`src/common/sdmc_pkg.sv`:
```
/*
 * Shared types and constants of the supply drop monitor control block.
 * Assumes a single 50 MHz clock and synchronous active-high reset.
 */
package sdmc_pkg;
    localparam int CLK_PERIOD_NS = 20;
    // Time after a raise of the trip level for the comparator to settle
    localparam int SETTLE_NS = 100;
    localparam int SETTLE_CYC_I = (SETTLE_NS + CLK_PERIOD_NS - 1) /
        CLK_PERIOD_NS;
    localparam logic [3:0] SETTLE_CYC = SETTLE_CYC_I[3:0];

    // Reset values of the configuration fields
    localparam logic RST_POWER_DISABLE = 1'h0;
    localparam logic RST_STOP_ENABLE = 1'h0;
    localparam logic RST_RESET_DISABLE = 1'h0;
    localparam logic RST_TRIP_LEVEL = 1'h0;

    // Trip level encodings
    localparam logic LEVEL_LOW_RESET = 1'h0;
    localparam logic LEVEL_HIGH_DETECT = 1'h1;

    typedef struct packed {
        logic monitor_power_disable;
        logic monitor_stop_enable;
        logic monitor_reset_disable;
        logic trip_level_select;
    } sdmc_cfg_s;

    typedef struct packed {
        logic below_fall;
        logic above_rise;
    } sdmc_cmp_s;

    typedef enum logic [2:0] {
        SDMC_NORMAL = 3'h1,
        SDMC_CHECK = 3'h2,
        SDMC_RESET = 3'h4
    } sdmc_state_e;
endpackage : sdmc_pkg

```
`src/verilog/sdmc_supply_drop_monitor_ctl.sv`:
```
/*
 * Control logic of the supply drop monitor: configuration, reset request
 * with hysteresis and the low supply status flag.
 * Assumes analog comparator outputs arrive asynchronously and that the
 * system reset controller returns its reset level on sys_reset.
 */
// Function
// - Monitor is enabled straight out of reset, no software needed.
// - Comparator is used only while power-disable is clear.
// - Falling below selected trip level requests reset unless reset-disable.
// - Stop mode keeps monitor on only if power enabled and stop-enable set.
// - Trip select 1 picks high detect level, 0 low; reset picks low.
// - Raising trip level while supply under it resets after the settle time.
// - Reset request holds until supply rises above rising threshold.
// - Flag sets below falling, clears above rising, otherwise holds.
// - Any reset clears the flag; flag cannot be written.
// - Monitor never raises an interrupt.
// - Reset-disable and trip select rewritable; other settings write-once.
// - Monitor stays active in wait mode and can reset from it.
`timescale 1ns/100ps
`default_nettype none
module sdmc_supply_drop_monitor_ctl (
    input wire logic clk,
    input wire logic rst,
    input wire logic sys_reset,
    input wire logic cfg_wr,
    input wire sdmc_pkg::sdmc_cfg_s cfg_wdata,
    input wire logic wait_mode,
    input wire logic stop_mode,
    input wire sdmc_pkg::sdmc_cmp_s cmp_async,
    output sdmc_pkg::sdmc_cfg_s cfg_rdata,
    output logic cfg_locked,
    output logic low_supply_flag,
    output logic monitor_reset_req,
    output logic monitor_analog_en,
    output logic trip_level_out,
    output logic monitor_irq
);
    import sdmc_pkg::*;

    typedef struct packed {
        sdmc_cmp_s sync1;
        sdmc_cmp_s sync2;
        sdmc_cfg_s cfg;
        logic locked;
        sdmc_state_e state;
        logic [3:0] settle;
        logic flag;
        logic req;
        logic analog_en;
        logic level;
        logic irq;
    } sdmc_st_s;

    sdmc_st_s st_ff;
    sdmc_st_s nxt_st;
    logic active;
    logic below_s;
    logic above_s;
    logic resets_on;

    // Stop mode needs its own enable; run and wait only need power
    always_comb
    begin
        active = !st_ff.cfg.monitor_power_disable;
        if (stop_mode)
        begin
            active = active && st_ff.cfg.monitor_stop_enable;
        end
        // Disabled monitor looks like a healthy supply
        below_s = active && st_ff.sync2.below_fall;
        above_s = !active || st_ff.sync2.above_rise;
        resets_on = active && !st_ff.cfg.monitor_reset_disable;
    end

    always_comb
    begin
        nxt_st = st_ff;
        // Only the second stage is read; the first may be metastable
        nxt_st.sync1 = cmp_async;
        nxt_st.sync2 = st_ff.sync1;

        if (cfg_wr)
        begin
            // Only the reset and level fields stay writable after lock
            nxt_st.cfg.monitor_reset_disable =
                cfg_wdata.monitor_reset_disable;
            nxt_st.cfg.trip_level_select = cfg_wdata.trip_level_select;
            if (!st_ff.locked)
            begin
                nxt_st.cfg.monitor_power_disable =
                    cfg_wdata.monitor_power_disable;
                nxt_st.cfg.monitor_stop_enable =
                    cfg_wdata.monitor_stop_enable;
                nxt_st.locked = 1'h1;
            end
        end

        case (st_ff.state)
            SDMC_NORMAL:
            begin
                nxt_st.settle = 4'h0;
                if (resets_on && below_s)
                begin
                    nxt_st.state = SDMC_RESET;
                end
                else if (cfg_wr && st_ff.level == LEVEL_LOW_RESET &&
                    cfg_wdata.trip_level_select == LEVEL_HIGH_DETECT)
                begin
                    nxt_st.state = SDMC_CHECK;
                end
            end
            SDMC_CHECK:
            begin
                // First readings still reflect the old level: wait for
                // the settle time and both sync stages before deciding
                nxt_st.settle = st_ff.settle + 4'h1;
                if (resets_on && below_s)
                begin
                    nxt_st.state = SDMC_RESET;
                end
                else if (st_ff.level != LEVEL_HIGH_DETECT)
                begin
                    nxt_st.state = SDMC_NORMAL;
                end
                else if (st_ff.settle >= SETTLE_CYC + 4'h1)
                begin
                    if (resets_on && !above_s)
                    begin
                        nxt_st.state = SDMC_RESET;
                    end
                    else
                    begin
                        nxt_st.state = SDMC_NORMAL;
                    end
                end
            end
            SDMC_RESET:
            begin
                nxt_st.settle = 4'h0;
                if (above_s && !below_s)
                begin
                    nxt_st.state = SDMC_NORMAL;
                end
            end
            default:
            begin
                nxt_st.state = SDMC_NORMAL;
                nxt_st.settle = 4'h0;
            end
        endcase
        nxt_st.req = (nxt_st.state == SDMC_RESET);

        // Reset clear wins; the request itself must outlive sys_reset
        if (sys_reset)
        begin
            nxt_st.flag = 1'h0;
        end
        else if (below_s)
        begin
            nxt_st.flag = 1'h1;
        end
        else if (above_s)
        begin
            nxt_st.flag = 1'h0;
        end

        nxt_st.analog_en = active;
        nxt_st.level = nxt_st.cfg.trip_level_select;
        nxt_st.irq = 1'h0;
    end

    always_ff @(posedge clk)
    begin
        if (rst)
        begin
            st_ff.sync1 <= '{below_fall: 1'h0, above_rise: 1'h1};
            st_ff.sync2 <= '{below_fall: 1'h0, above_rise: 1'h1};
            st_ff.cfg.monitor_power_disable <= RST_POWER_DISABLE;
            st_ff.cfg.monitor_stop_enable <= RST_STOP_ENABLE;
            st_ff.cfg.monitor_reset_disable <= RST_RESET_DISABLE;
            st_ff.cfg.trip_level_select <= RST_TRIP_LEVEL;
            st_ff.locked <= 1'h0;
            st_ff.state <= SDMC_NORMAL;
            st_ff.settle <= 4'h0;
            st_ff.flag <= 1'h0;
            st_ff.req <= 1'h0;
            st_ff.analog_en <= !RST_POWER_DISABLE;
            st_ff.level <= RST_TRIP_LEVEL;
            st_ff.irq <= 1'h0;
        end
        else
        begin
            st_ff <= nxt_st;
        end
    end

    assign cfg_rdata = st_ff.cfg;
    assign cfg_locked = st_ff.locked;
    assign low_supply_flag = st_ff.flag;
    assign monitor_reset_req = st_ff.req;
    assign monitor_analog_en = st_ff.analog_en;
    assign trip_level_out = st_ff.level;
    assign monitor_irq = st_ff.irq;
endmodule : sdmc_supply_drop_monitor_ctl
`default_nettype wire

```
`config.mk`:
```
export PLATFORM = sky130hd
export DESIGN_NAME = sdmc_supply_drop_monitor_ctl
export DESIGN_NICKNAME = d
export VERILOG_FILES = /design/src/common/sdmc_pkg.sv /design/src/verilog/sdmc_supply_drop_monitor_ctl.sv
export SDC_FILE = /design/constraint.sdc
export NUM_CORES = 1
export LEC_CHECK = 0
export ABC_AREA = 1
export BUFFER_PORTS_ARGS = -buffer_cell sky130_fd_sc_hd__buf_2
export CAP_MARGIN = 20
export CORE_UTILIZATION = 53
export CTS_CLUSTER_SIZE = 12
export DETAILED_ROUTE_END_ITERATION = 6
export PLACE_DENSITY_LB_ADDON = 0.15
export SLEW_MARGIN = 20
export SYNTH_ARGS = -nofsm -noshare
export SYNTH_HDL_FRONTEND = slang
export SYNTH_SLANG_ARGS = --single-unit
```
`constraint.sdc`:
```
create_clock -name clk -period 2.5 [get_ports clk]
set_input_delay 0.5 -clock clk [delete_from_list [all_inputs] [get_ports clk]]
set_output_delay 0.5 -clock clk [all_outputs]
set_load 0.05 [all_outputs]
```
==> results of run 1 <==
## layout by cell type, fill, tap and decap left out
cell type / synthesis / routed
xnor2_1: 1 / 1
ha_1: 2 / 2
a21oi_4: 1 / 1
or2_1: 3 / 3
a31oi_1: 1 / 1
o21ai_1: 4 / 4
nand3b_1: 1 / 1
inv_2: 6 / 6
nand2_1: 16 / 16
clkinv_2: 1 / 1
inv_1: 14 / 14
nor2_1: 12 / 12
dfxtp_1: 19 / 19
o21ai_0: 1 / 1
nand3_1: 7 / 7
nor2_2: 1 / 1
clkbuf_4: 0 / 3
clkbuf_1: 0 / 1
buf_2: 1 / 19
or2_0: 1 / 1
conb_1: 1 / 1
xor2_1: 1 / 1
a21oi_1: 5 / 5
nand4_1: 2 / 2
o21ai_2: 1 / 1
nor3_1: 2 / 2
## metal layers
metal,global-route usage,up-vias,share of wire
li1,-,367,-
met1,0.2115,276,0.49
met2,0.2375,26,0.41
met3,0.03043,5,0.065
met4,0.1161,0,0.029
met5,0,-,0
## worst max-delay path by stage
stage	start	end	slack, ns	cells after the start
2_1_floorplan	trip_level_out	cfg_rdata[0]	1.05	1
3_3_place_gp	stop_mode	monitor_reset_req	1.19	7
3_5_place_dp	stop_mode	st_ff[11]	1.18	7
4_1_cts	cfg_rdata[3]	cfg_rdata[3]	1.00	1
5_1_grt	trip_level_out	cfg_rdata[0]	0.98	1
6_report	cfg_rdata[3]	cfg_rdata[3]	1.02	1
## power by group through the flow
stage | Sequential, mW | Combinational [mW] | Clock (mW)
global placement | 0.331 | 0.0941 | 0
finish | 0.325 | 0.0956 | 0.149
detailed placement | 0.332 | 0.0959 | 0
floorplan | 0.344 | 0.0668 | 0
CTS | 0.325 | 0.0962 | 0.157
global route | 0.327 | 0.104 | 0.164
## layout make-up
class | instances | area (um2)
clock buffer | 4 | 26.28
fill | 125 | 452.9
inverter | 21 | 80.08
multi-input combinational | 63 | 329.1
sequential | 19 | 380.4
tap | 15 | 18.77
timing repair buffer | 19 | 95.09
## per-stage QoR
| step | setup slack, ns | utilization | instance area (um2) | power [mW] | std cells |
|---|---|---|---|---|---|
| 2_1_floorplan | 1.049 | - | 832.0 | 0.4111 | 109 |
| 3_3_place_gp | 1.192 | 0.6534 | 903.4 | 0.4256 | 137 |
| 3_5_place_dp | 1.182 | 0.6534 | 903.4 | 0.4279 | 137 |
| 4_1_cts | 1.003 | 0.6724 | 929.6 | 0.5781 | 141 |
| 5_1_grt | 0.9784 | 0.6724 | 929.6 | 0.5946 | 141 |
| 6_report | 1.017 | 0.6724 | 929.6 | 0.5693 | 141 |
## registers in the layout, summed over array words and instances (netlist names)
register	flops
cfg_locked	1
trip_level_out	1
monitor_reset_req	1
cfg_rdata	3
monitor_analog_en	1
low_supply_flag	1
st_ff	9
nxt_st	2
## cell families after synthesis
group | count (synthesis)
other | 1
adders and majority gates | 2
buffers and inverters | 27
and+or+nand+nor | 45
DFF | 19
AOI/OAI and AO/OA | 13
xor gates and xnor gates | 2
## worst register-to-register path, delay by kind of cell (launching register included)
kind                       cells  cell delay, ns
adders and majority gates      1            0.18
DFF                            1            0.38
and+or+nand+nor                8            0.51
buffers and inverters          1            0.06
## cells in the mapped netlist, types with 3 or more instances
cell      n  area, um2
nand3_1   7      35.03
nand2_1  16      60.06
inv_2     6      22.52
o21ai_1   4      20.02
inv_1    14      52.55
nor2_1   12      45.04
buf_4     5      37.54
dfxtp_1  19      380.4
a21oi_1   5      25.02
or2_1     3      18.77
==> results.ini, run 1 <==
[worst_setup_path]
start_kind=flop
r2r.worst_path.cells=10
cp_top_family=flip-flops
r2r_setup_slack_ns=1.28
arrival_ns=0.98
required_ns=2.00
r2r-start=st_ff[5]
crit_chain=buf_2
critPathBufInv=1
max_stage_delay_ns=0.40
endpoint_kind=primary output
r2r_end=st_ff[9]
critPathMaxFanout=3
path_class=flop to primary output
slowest_stage=dfxtp_1

[synth]
ys_warn_count=0
synthXorXnorAreaFrac=0.02105
synth_seq_area_share=0.4571
synth_compound_area_frac=0.09774
avgSynthCellArea_um2=7.633
synthMuxAreaShare=0
synth_top_family_by_area=simple AND/OR/NAND/NOR gates
synth_nets=123
async_flop_share=0
synthFlopType=dfxtp_1
synth-edff-count=0
postSynthCellCount=109
synth-adder-area-share=0.03008
ys_ff_latch=19
synthSimpleGateAreaFrac=0.2421
netlist_area_um2=832.0
ys_types=25

[sta]
post-route-min-period_ns=1.483
fin_hold_ws_ns=0.3526
rsz0062_at_grt=false
finalSetupTns_ns=0
setup_violations=0
hold_viol=0
max_freq_mhz=674.4
skew_ns=0.003864
slew_violations=0
period_share=0.5931

[finish]
finalNetCount=141
drive_gt1_frac=0.2540
antenna_cells=0
area_growth_pct=11.73

[clocking]
path_clk_slew_ns=0.10
cts-hold-fix-buffers=0
post_cts_buffers=0
cts-htree-levels=1
worstSkewPairLatency_ns=0.29
clockRootBuffer=clkbuf_4
cts_tree=yes
numCtsBuffers=3
numClockSinks=19
cts_buffer_depth=2
cts_resized=0

[power_and_ir_drop]
leakage_nw=0.4735
p_int_mw=0.4070
pwr_density_cell_nw_per_um2=612.3
ir_drop_uv=345.4
switching_share=0.2850
pwr-share-seq=0.571
combPwrFrac=0.168
clockPowerShare=0.261
p_switching_mw=0.1622

[global_routing]
grt_first_pass_wirelength_um=2159
overflow=0
antenna_found_initial=0
grt_pass1_vias=569
grt_use_total=0.1620
grt_max_degree=11

[placement]
place_hpwl_um=1027
gp_congestion=0.7683
portBuffers=19

[floorplan]
die_y_um=41.62
die_w_um=41.62
rows=13
ios=22
core_um2=1383
dieArea_um2=1732
initial_utilization=0.6018

[routing]
wl_um=1282
num_vias=674
wire_per_inst_um=9.092
avgViaCountPerCell=4.780
drc=0
dr.pass1.iters=4
drtIter0Drc=13
ant_nets=0

[flow_run]
max_cap_viol_count=0

[status]
status=complete, no violations

[worst_hold_path]
whs_path_depth=2
hold_path.startpoint=sys_reset
worstHoldPathType=primary input to flop
hold-path-endpoint=low_supply_flag

No activity file was read; power rests on OpenSTA's default activity.
==> run 2: changes to the inputs <==
--- a/config.mk
+++ b/config.mk
@@ -8,7 +8,7 @@
 export ABC_AREA = 1
 export BUFFER_PORTS_ARGS = -buffer_cell sky130_fd_sc_hd__buf_2
 export CAP_MARGIN = 20
-export CORE_UTILIZATION = 53
+export CORE_UTILIZATION = 49
 export CTS_CLUSTER_SIZE = 12
 export DETAILED_ROUTE_END_ITERATION = 6
 export PLACE_DENSITY_LB_ADDON = 0.15
==> constraint.sdc (replaced) <==
create_clock -name clk -period 1.4 [get_ports clk]
set_input_delay 0.28 -clock clk [delete_from_list [all_inputs] [get_ports clk]]
set_output_delay 0.28 -clock clk [all_outputs]
set_load 0.05 [all_outputs]
==> results.ini, run 2 (synthesis gave the netlist of run 1 again) <==
[clocking]
clockRootBuffer=clkbuf_4
post_cts_buffers=0  ; unchanged
cts_buffer_depth=2  ; unchanged
cts_tree=yes
cts-hold-fix-buffers=0  ; unchanged
numCtsBuffers=3  ; unchanged
path_clk_slew_ns=0.10  ; about the same
cts_resized=0  ; unchanged
numClockSinks=19  ; unchanged
worstSkewPairLatency_ns=0.29  ; about the same
cts-htree-levels=1  ; unchanged

[placement]
portBuffers=19  ; unchanged
gp_congestion=0.7340  ; -4.5%
place_hpwl_um=1050  ; +2.3%
preCtsSetupSlack_ns=0.1985  ; -0.9833 ns

[power_and_ir_drop]
pwr_density_cell_nw_per_um2=1087  ; +77%
combPwrFrac=0.168  ; about the same
p_switching_mw=0.2909  ; +79%
pwr-share-seq=0.573  ; +0.002
leakage_nw=0.4762  ; +0.58%
ir_drop_uv=603.9  ; +75%
p_int_mw=0.7222  ; +77%
switching_share=0.2871  ; +0.002101
clockPowerShare=0.259  ; -0.002

[worst_setup_path]
path_class=flop to primary output
max_stage_delay_ns=0.41  ; about the same
critPathBufInv=1  ; unchanged
slowest_stage=dfxtp_1
cp-startpoint=cfg_rdata[3]
arrival_ns=0.99  ; about the same
critPathMaxFanout=3  ; unchanged
r2r-start=st_ff[5]
cp_top_family=flip-flops
start_kind=flop
endpoint_kind=primary output
required_ns=1.12  ; -0.88 ns
crit_chain=buf_2

[routing]
drtIter0Drc=8  ; -5
wl_um=1315  ; +2.6%
dr.pass1.iters=4  ; unchanged
num_vias=693  ; +2.8%
drc=0  ; unchanged
avgViaCountPerCell=4.880  ; +2.1%
wire_per_inst_um=9.261  ; +1.9%
ant_nets=0  ; unchanged

[floorplan]
initial_utilization=0.5398  ; -0.06204
rows=14  ; +1
core_um2=1541  ; +11%
dieArea_um2=1867  ; +7.8%
die_w_um=43.21  ; +3.8%
die_y_um=43.21  ; +3.8%
ios=22  ; unchanged

[sta]
hold_viol=0  ; unchanged
finalSetupTns_ns=0  ; unchanged
setup_violations=0  ; unchanged
setup_ws_ns=0.1305  ; -0.8868 ns
slew_violations=0  ; unchanged
period_share=0.9068
max_freq_mhz=787.7
rsz0062_at_grt=false
post-route-min-period_ns=1.270
skew_ns=0.009462  ; +0.005598 ns

[global_routing]
grt_max_degree=12  ; +1
overflow=0  ; unchanged
antenna_found_initial=0  ; unchanged
grt_use_total=0.1538  ; -0.008119
grt_pass1_vias=566  ; -0.53%
grt_first_pass_wirelength_um=2173  ; +0.65%

[finish]
layout_common_cells=dfxtp_1 (19), buf_2 (19), nand2_1 (16)
largest_reg_flops=9  ; unchanged
antenna_cells=0  ; unchanged
num-fill-cells=140  ; +12%
area_growth_pct=12.03
top_register=st_ff
finalNetCount=141  ; unchanged
multi_input_area_um2=329.1  ; unchanged
drive_gt1_frac=0.2619  ; +0.007937
register_area_um2=380.4  ; unchanged

[worst_hold_path]
hold_path.startpoint=sys_reset
worstHoldPathType=primary input to flop

[status]
status=complete, no violations

[flow_run]
max_cap_viol_count=0  ; unchanged

==> run 2: metal layers <==
metal  part of all wire  vias to the layer above  global-route usage
met5                  0                        -                   0
met4              0.014                        0             0.09091
met3              0.052                        4             0.02979
met2               0.44                       20              0.2328
met1               0.49                      303              0.2005
li1                   -                      366                   -
==> run 2: cell type report <==
class / instances / area share
well taps: 16 / 0.02148
multi-input cells: 63 / 0.3530
repair buffers: 19 / 0.1020
clock inverters: 1 / 0.005369
inverters: 21 / 0.08591
clock buffers: 3 / 0.02416
flip-flops and latches: 19 / 0.4081
==> run 2: power groups by stage <==
stage | Clock [mW] | Sequential [mW] | Combinational [mW]
global placement | 0 | 0.592 | 0.169
floorplan | 0 | 0.615 | 0.119
detailed placement | 0 | 0.593 | 0.171
finish | 0.262 | 0.580 | 0.170
CTS | 0.276 | 0.581 | 0.171
global route | 0.295 | 0.584 | 0.185
==> run 2: through the flow <==
| stage | utilization | cells | hold WS (ns) | power, mW | instance area, um2 |
|---|---|---|---|---|---|
| floorplan | - | 109 | 0.3593 | 0.7342 | 832.0 |
| global placement | 0.5869 | 138 | 0.3858 | 0.7610 | 904.6 |
| detailed placement | 0.5869 | 138 | 0.3921 | 0.7641 | 904.6 |
| CTS | 0.6047 | 142 | 0.1223 | 1.028 | 932.1 |
| global route | 0.6047 | 142 | 0.1203 | 1.063 | 932.1 |
| finish | 0.6047 | 142 | 0.1299 | 1.013 | 932.1 |
==> run 2: path summary, 6_finish.rpt <==
check,end,slack (ns),depth (start not counted)
worst max-delay path,cfg_rdata[3],0.13,1
worst min-delay path,low_supply_flag,0.13,2
worst max register to register,st_ff[9],0.19,10
worst min register to register,st_ff[18],0.41,2
==> run 3: changes to the inputs <==
--- a/config.mk
+++ b/config.mk
@@ -7,8 +7,7 @@
 export LEC_CHECK = 0
 export ABC_AREA = 1
 export BUFFER_PORTS_ARGS = -buffer_cell sky130_fd_sc_hd__buf_2
-export CAP_MARGIN = 20
-export CORE_UTILIZATION = 49
+export CORE_UTILIZATION = 53
 export CTS_CLUSTER_SIZE = 12
 export DETAILED_ROUTE_END_ITERATION = 6
 export PLACE_DENSITY_LB_ADDON = 0.15
==> constraint.sdc (replaced) <==
create_clock -name clk -period 1.47 [get_ports clk]
set_input_delay 0.294 -clock clk [delete_from_list [all_inputs] [get_ports clk]]
set_output_delay 0.294 -clock clk [all_outputs]
set_load 0.05 [all_outputs]
==> results.ini, run 3 (synthesis gave the netlist of run 1 again) <==
[status]
status=complete, no violations

[clocking]
numClockSinks=19  ; unchanged
cts-hold-fix-buffers=0  ; unchanged
cts-htree-levels=1  ; unchanged
cts_tree=yes
numCtsBuffers=3  ; unchanged
clockRootBuffer=clkbuf_4
worstSkewPairLatency_ns=0.29  ; about the same
post_cts_buffers=0  ; unchanged
cts_buffer_depth=2  ; unchanged
path_clk_slew_ns=0.10  ; about the same
cts_resized=0  ; unchanged

[placement]
portBuffers=19  ; unchanged
dp.cells=137  ; -0.72%
place_hpwl_um=1033  ; -1.6%
preCtsSetupSlack_ns=0.2725  ; +0.07401 ns
gp_congestion=0.7579  ; +3.3%
postPlaceCellArea_um2=903.4  ; -0.14%

[power_and_ir_drop]
ir_drop_uv=619.1  ; +2.5%
p_total_mw=0.9732  ; -3.9%
pwr_density_cell_nw_per_um2=1047  ; -3.7%
leakage_nw=0.4735  ; -0.57%

[sta]
skew_ns=0.003830  ; -0.005632 ns
setup_violations=0  ; unchanged
hold_viol=0  ; unchanged
fin_hold_ws_ns=0.1606  ; +0.03067 ns
rsz0062_at_grt=false
setup_ws_ns=0.1716  ; +0.04114 ns
max_freq_mhz=770.2
finalSetupTns_ns=0  ; unchanged
slew_violations=0  ; unchanged
period_share=0.8832
post-route-min-period_ns=1.298

[finish]
final_area_um2=929.6  ; -0.27%
top_register=st_ff
area_growth_pct=11.73
layout_common_cells=dfxtp_1 (19), buf_2 (19), nand2_1 (16)
num-fill-cells=125  ; -11%
drive_gt1_frac=0.2540  ; -0.007937
post-route-util=0.6724  ; +0.06769
fin_cells=141  ; -0.70%
finalNetCount=141  ; unchanged
largest_reg_flops=9  ; unchanged
antenna_cells=0  ; unchanged

[worst_setup_path]
r2r-start=st_ff[5]
max_stage_delay_ns=0.42  ; about the same
r2r_setup_slack_ns=0.27  ; +0.08 ns
endpoint_kind=primary output
r2r_end=st_ff[9]
arrival_ns=1.00  ; about the same
r2r.worst_path.cells=10  ; unchanged
path_class=flop to primary output
cp_top_family=flip-flops
critPathBufInv=1  ; unchanged
required_ns=1.18  ; +0.06 ns
crit_chain=buf_2
critPathMaxFanout=3  ; unchanged
slowest_stage=dfxtp_1
start_kind=flop

[routing]
wl_um=1315  ; unchanged
drtIter0Drc=14  ; +6
ant_nets=0  ; unchanged
avgViaCountPerCell=4.759  ; -2.5%
dr.pass1.iters=4  ; unchanged
wire_per_inst_um=9.326  ; +0.71%
drc=0  ; unchanged
num_vias=671  ; -3.2%

[worst_hold_path]
worstHoldPathType=primary input to flop
hold_path.startpoint=sys_reset
whs_path_depth=2  ; unchanged
hold-path-endpoint=low_supply_flag

[floorplan]
core_um2=1383  ; -10%
ios=22  ; unchanged
die_y_um=41.62  ; -3.7%
initial_utilization=0.6018  ; +0.06204
rows=13  ; -1
die_w_um=41.62  ; -3.7%
dieArea_um2=1732  ; -7.2%

[global_routing]
grt_first_pass_wirelength_um=2194  ; +0.97%
grt_use_total=0.1595  ; +0.005680
grt_max_degree=11  ; -1
grt_pass1_vias=562  ; -0.71%
antenna_found_initial=0  ; unchanged
overflow=0  ; unchanged

[flow_run]
max_cap_viol_count=0  ; unchanged

run 3: worst max-delay path by stage:
| stage | start | to | slack [ns] | cells past startpoint |
|---|---|---|---|---|
| 5_1_grt | st_ff[5] | st_ff[9] | 0.13 | 10 |
| 6_report | cfg_rdata[3] | cfg_rdata[3] | 0.17 | 1 |
| 4_1_cts | trip_level_out | cfg_rdata[0] | 0.18 | 1 |
| 3_3_place_gp | st_ff[5] | st_ff[9] | 0.30 | 10 |
| 3_5_place_dp | st_ff[5] | st_ff[9] | 0.27 | 10 |
| 2_1_floorplan | trip_level_out | cfg_rdata[0] | 0.22 | 1 |
run 3: power by group:
part           total [mW]  internal (mW)  switching [mW]
sequential          0.553          0.538          0.0149
combinational       0.162         0.0486           0.114
clock               0.258          0.106           0.152
run 3: worst register-to-register path, cell delays in order, from the launching register on:
cell,delay [ns]
dfxtp_1,0.38
inv_1,0.06
ha_1,0.19
nand2_1,0.06
nand2_1,0.08
nand2_1,0.07
nand2_1,0.05
nand2_1,0.07
nand2_1,0.05
nand2_1,0.05
nand3_1,0.05
run 3: layout make-up:
| class | instances | area, um2 | area share |
|---|---|---|---|
| flip-flops and latches | 19 | 380.4 | 0.4092 |
| multi-input cells | 63 | 329.1 | 0.3540 |
| repair buffers | 19 | 95.09 | 0.1023 |
| inverters | 21 | 80.08 | 0.08614 |
| clock buffers | 4 | 26.28 | 0.02826 |
| well taps | 15 | 18.77 | 0.02019 |
run 3: layer usage:
metal | vias to the layer above | part of all wire | global-route usage
met5 | - | 0 | 0
met4 | 0 | 0.0099 | 0.05806
met3 | 4 | 0.057 | 0.03043
met2 | 22 | 0.42 | 0.2500
met1 | 278 | 0.52 | 0.2182
li1 | 367 | - | -
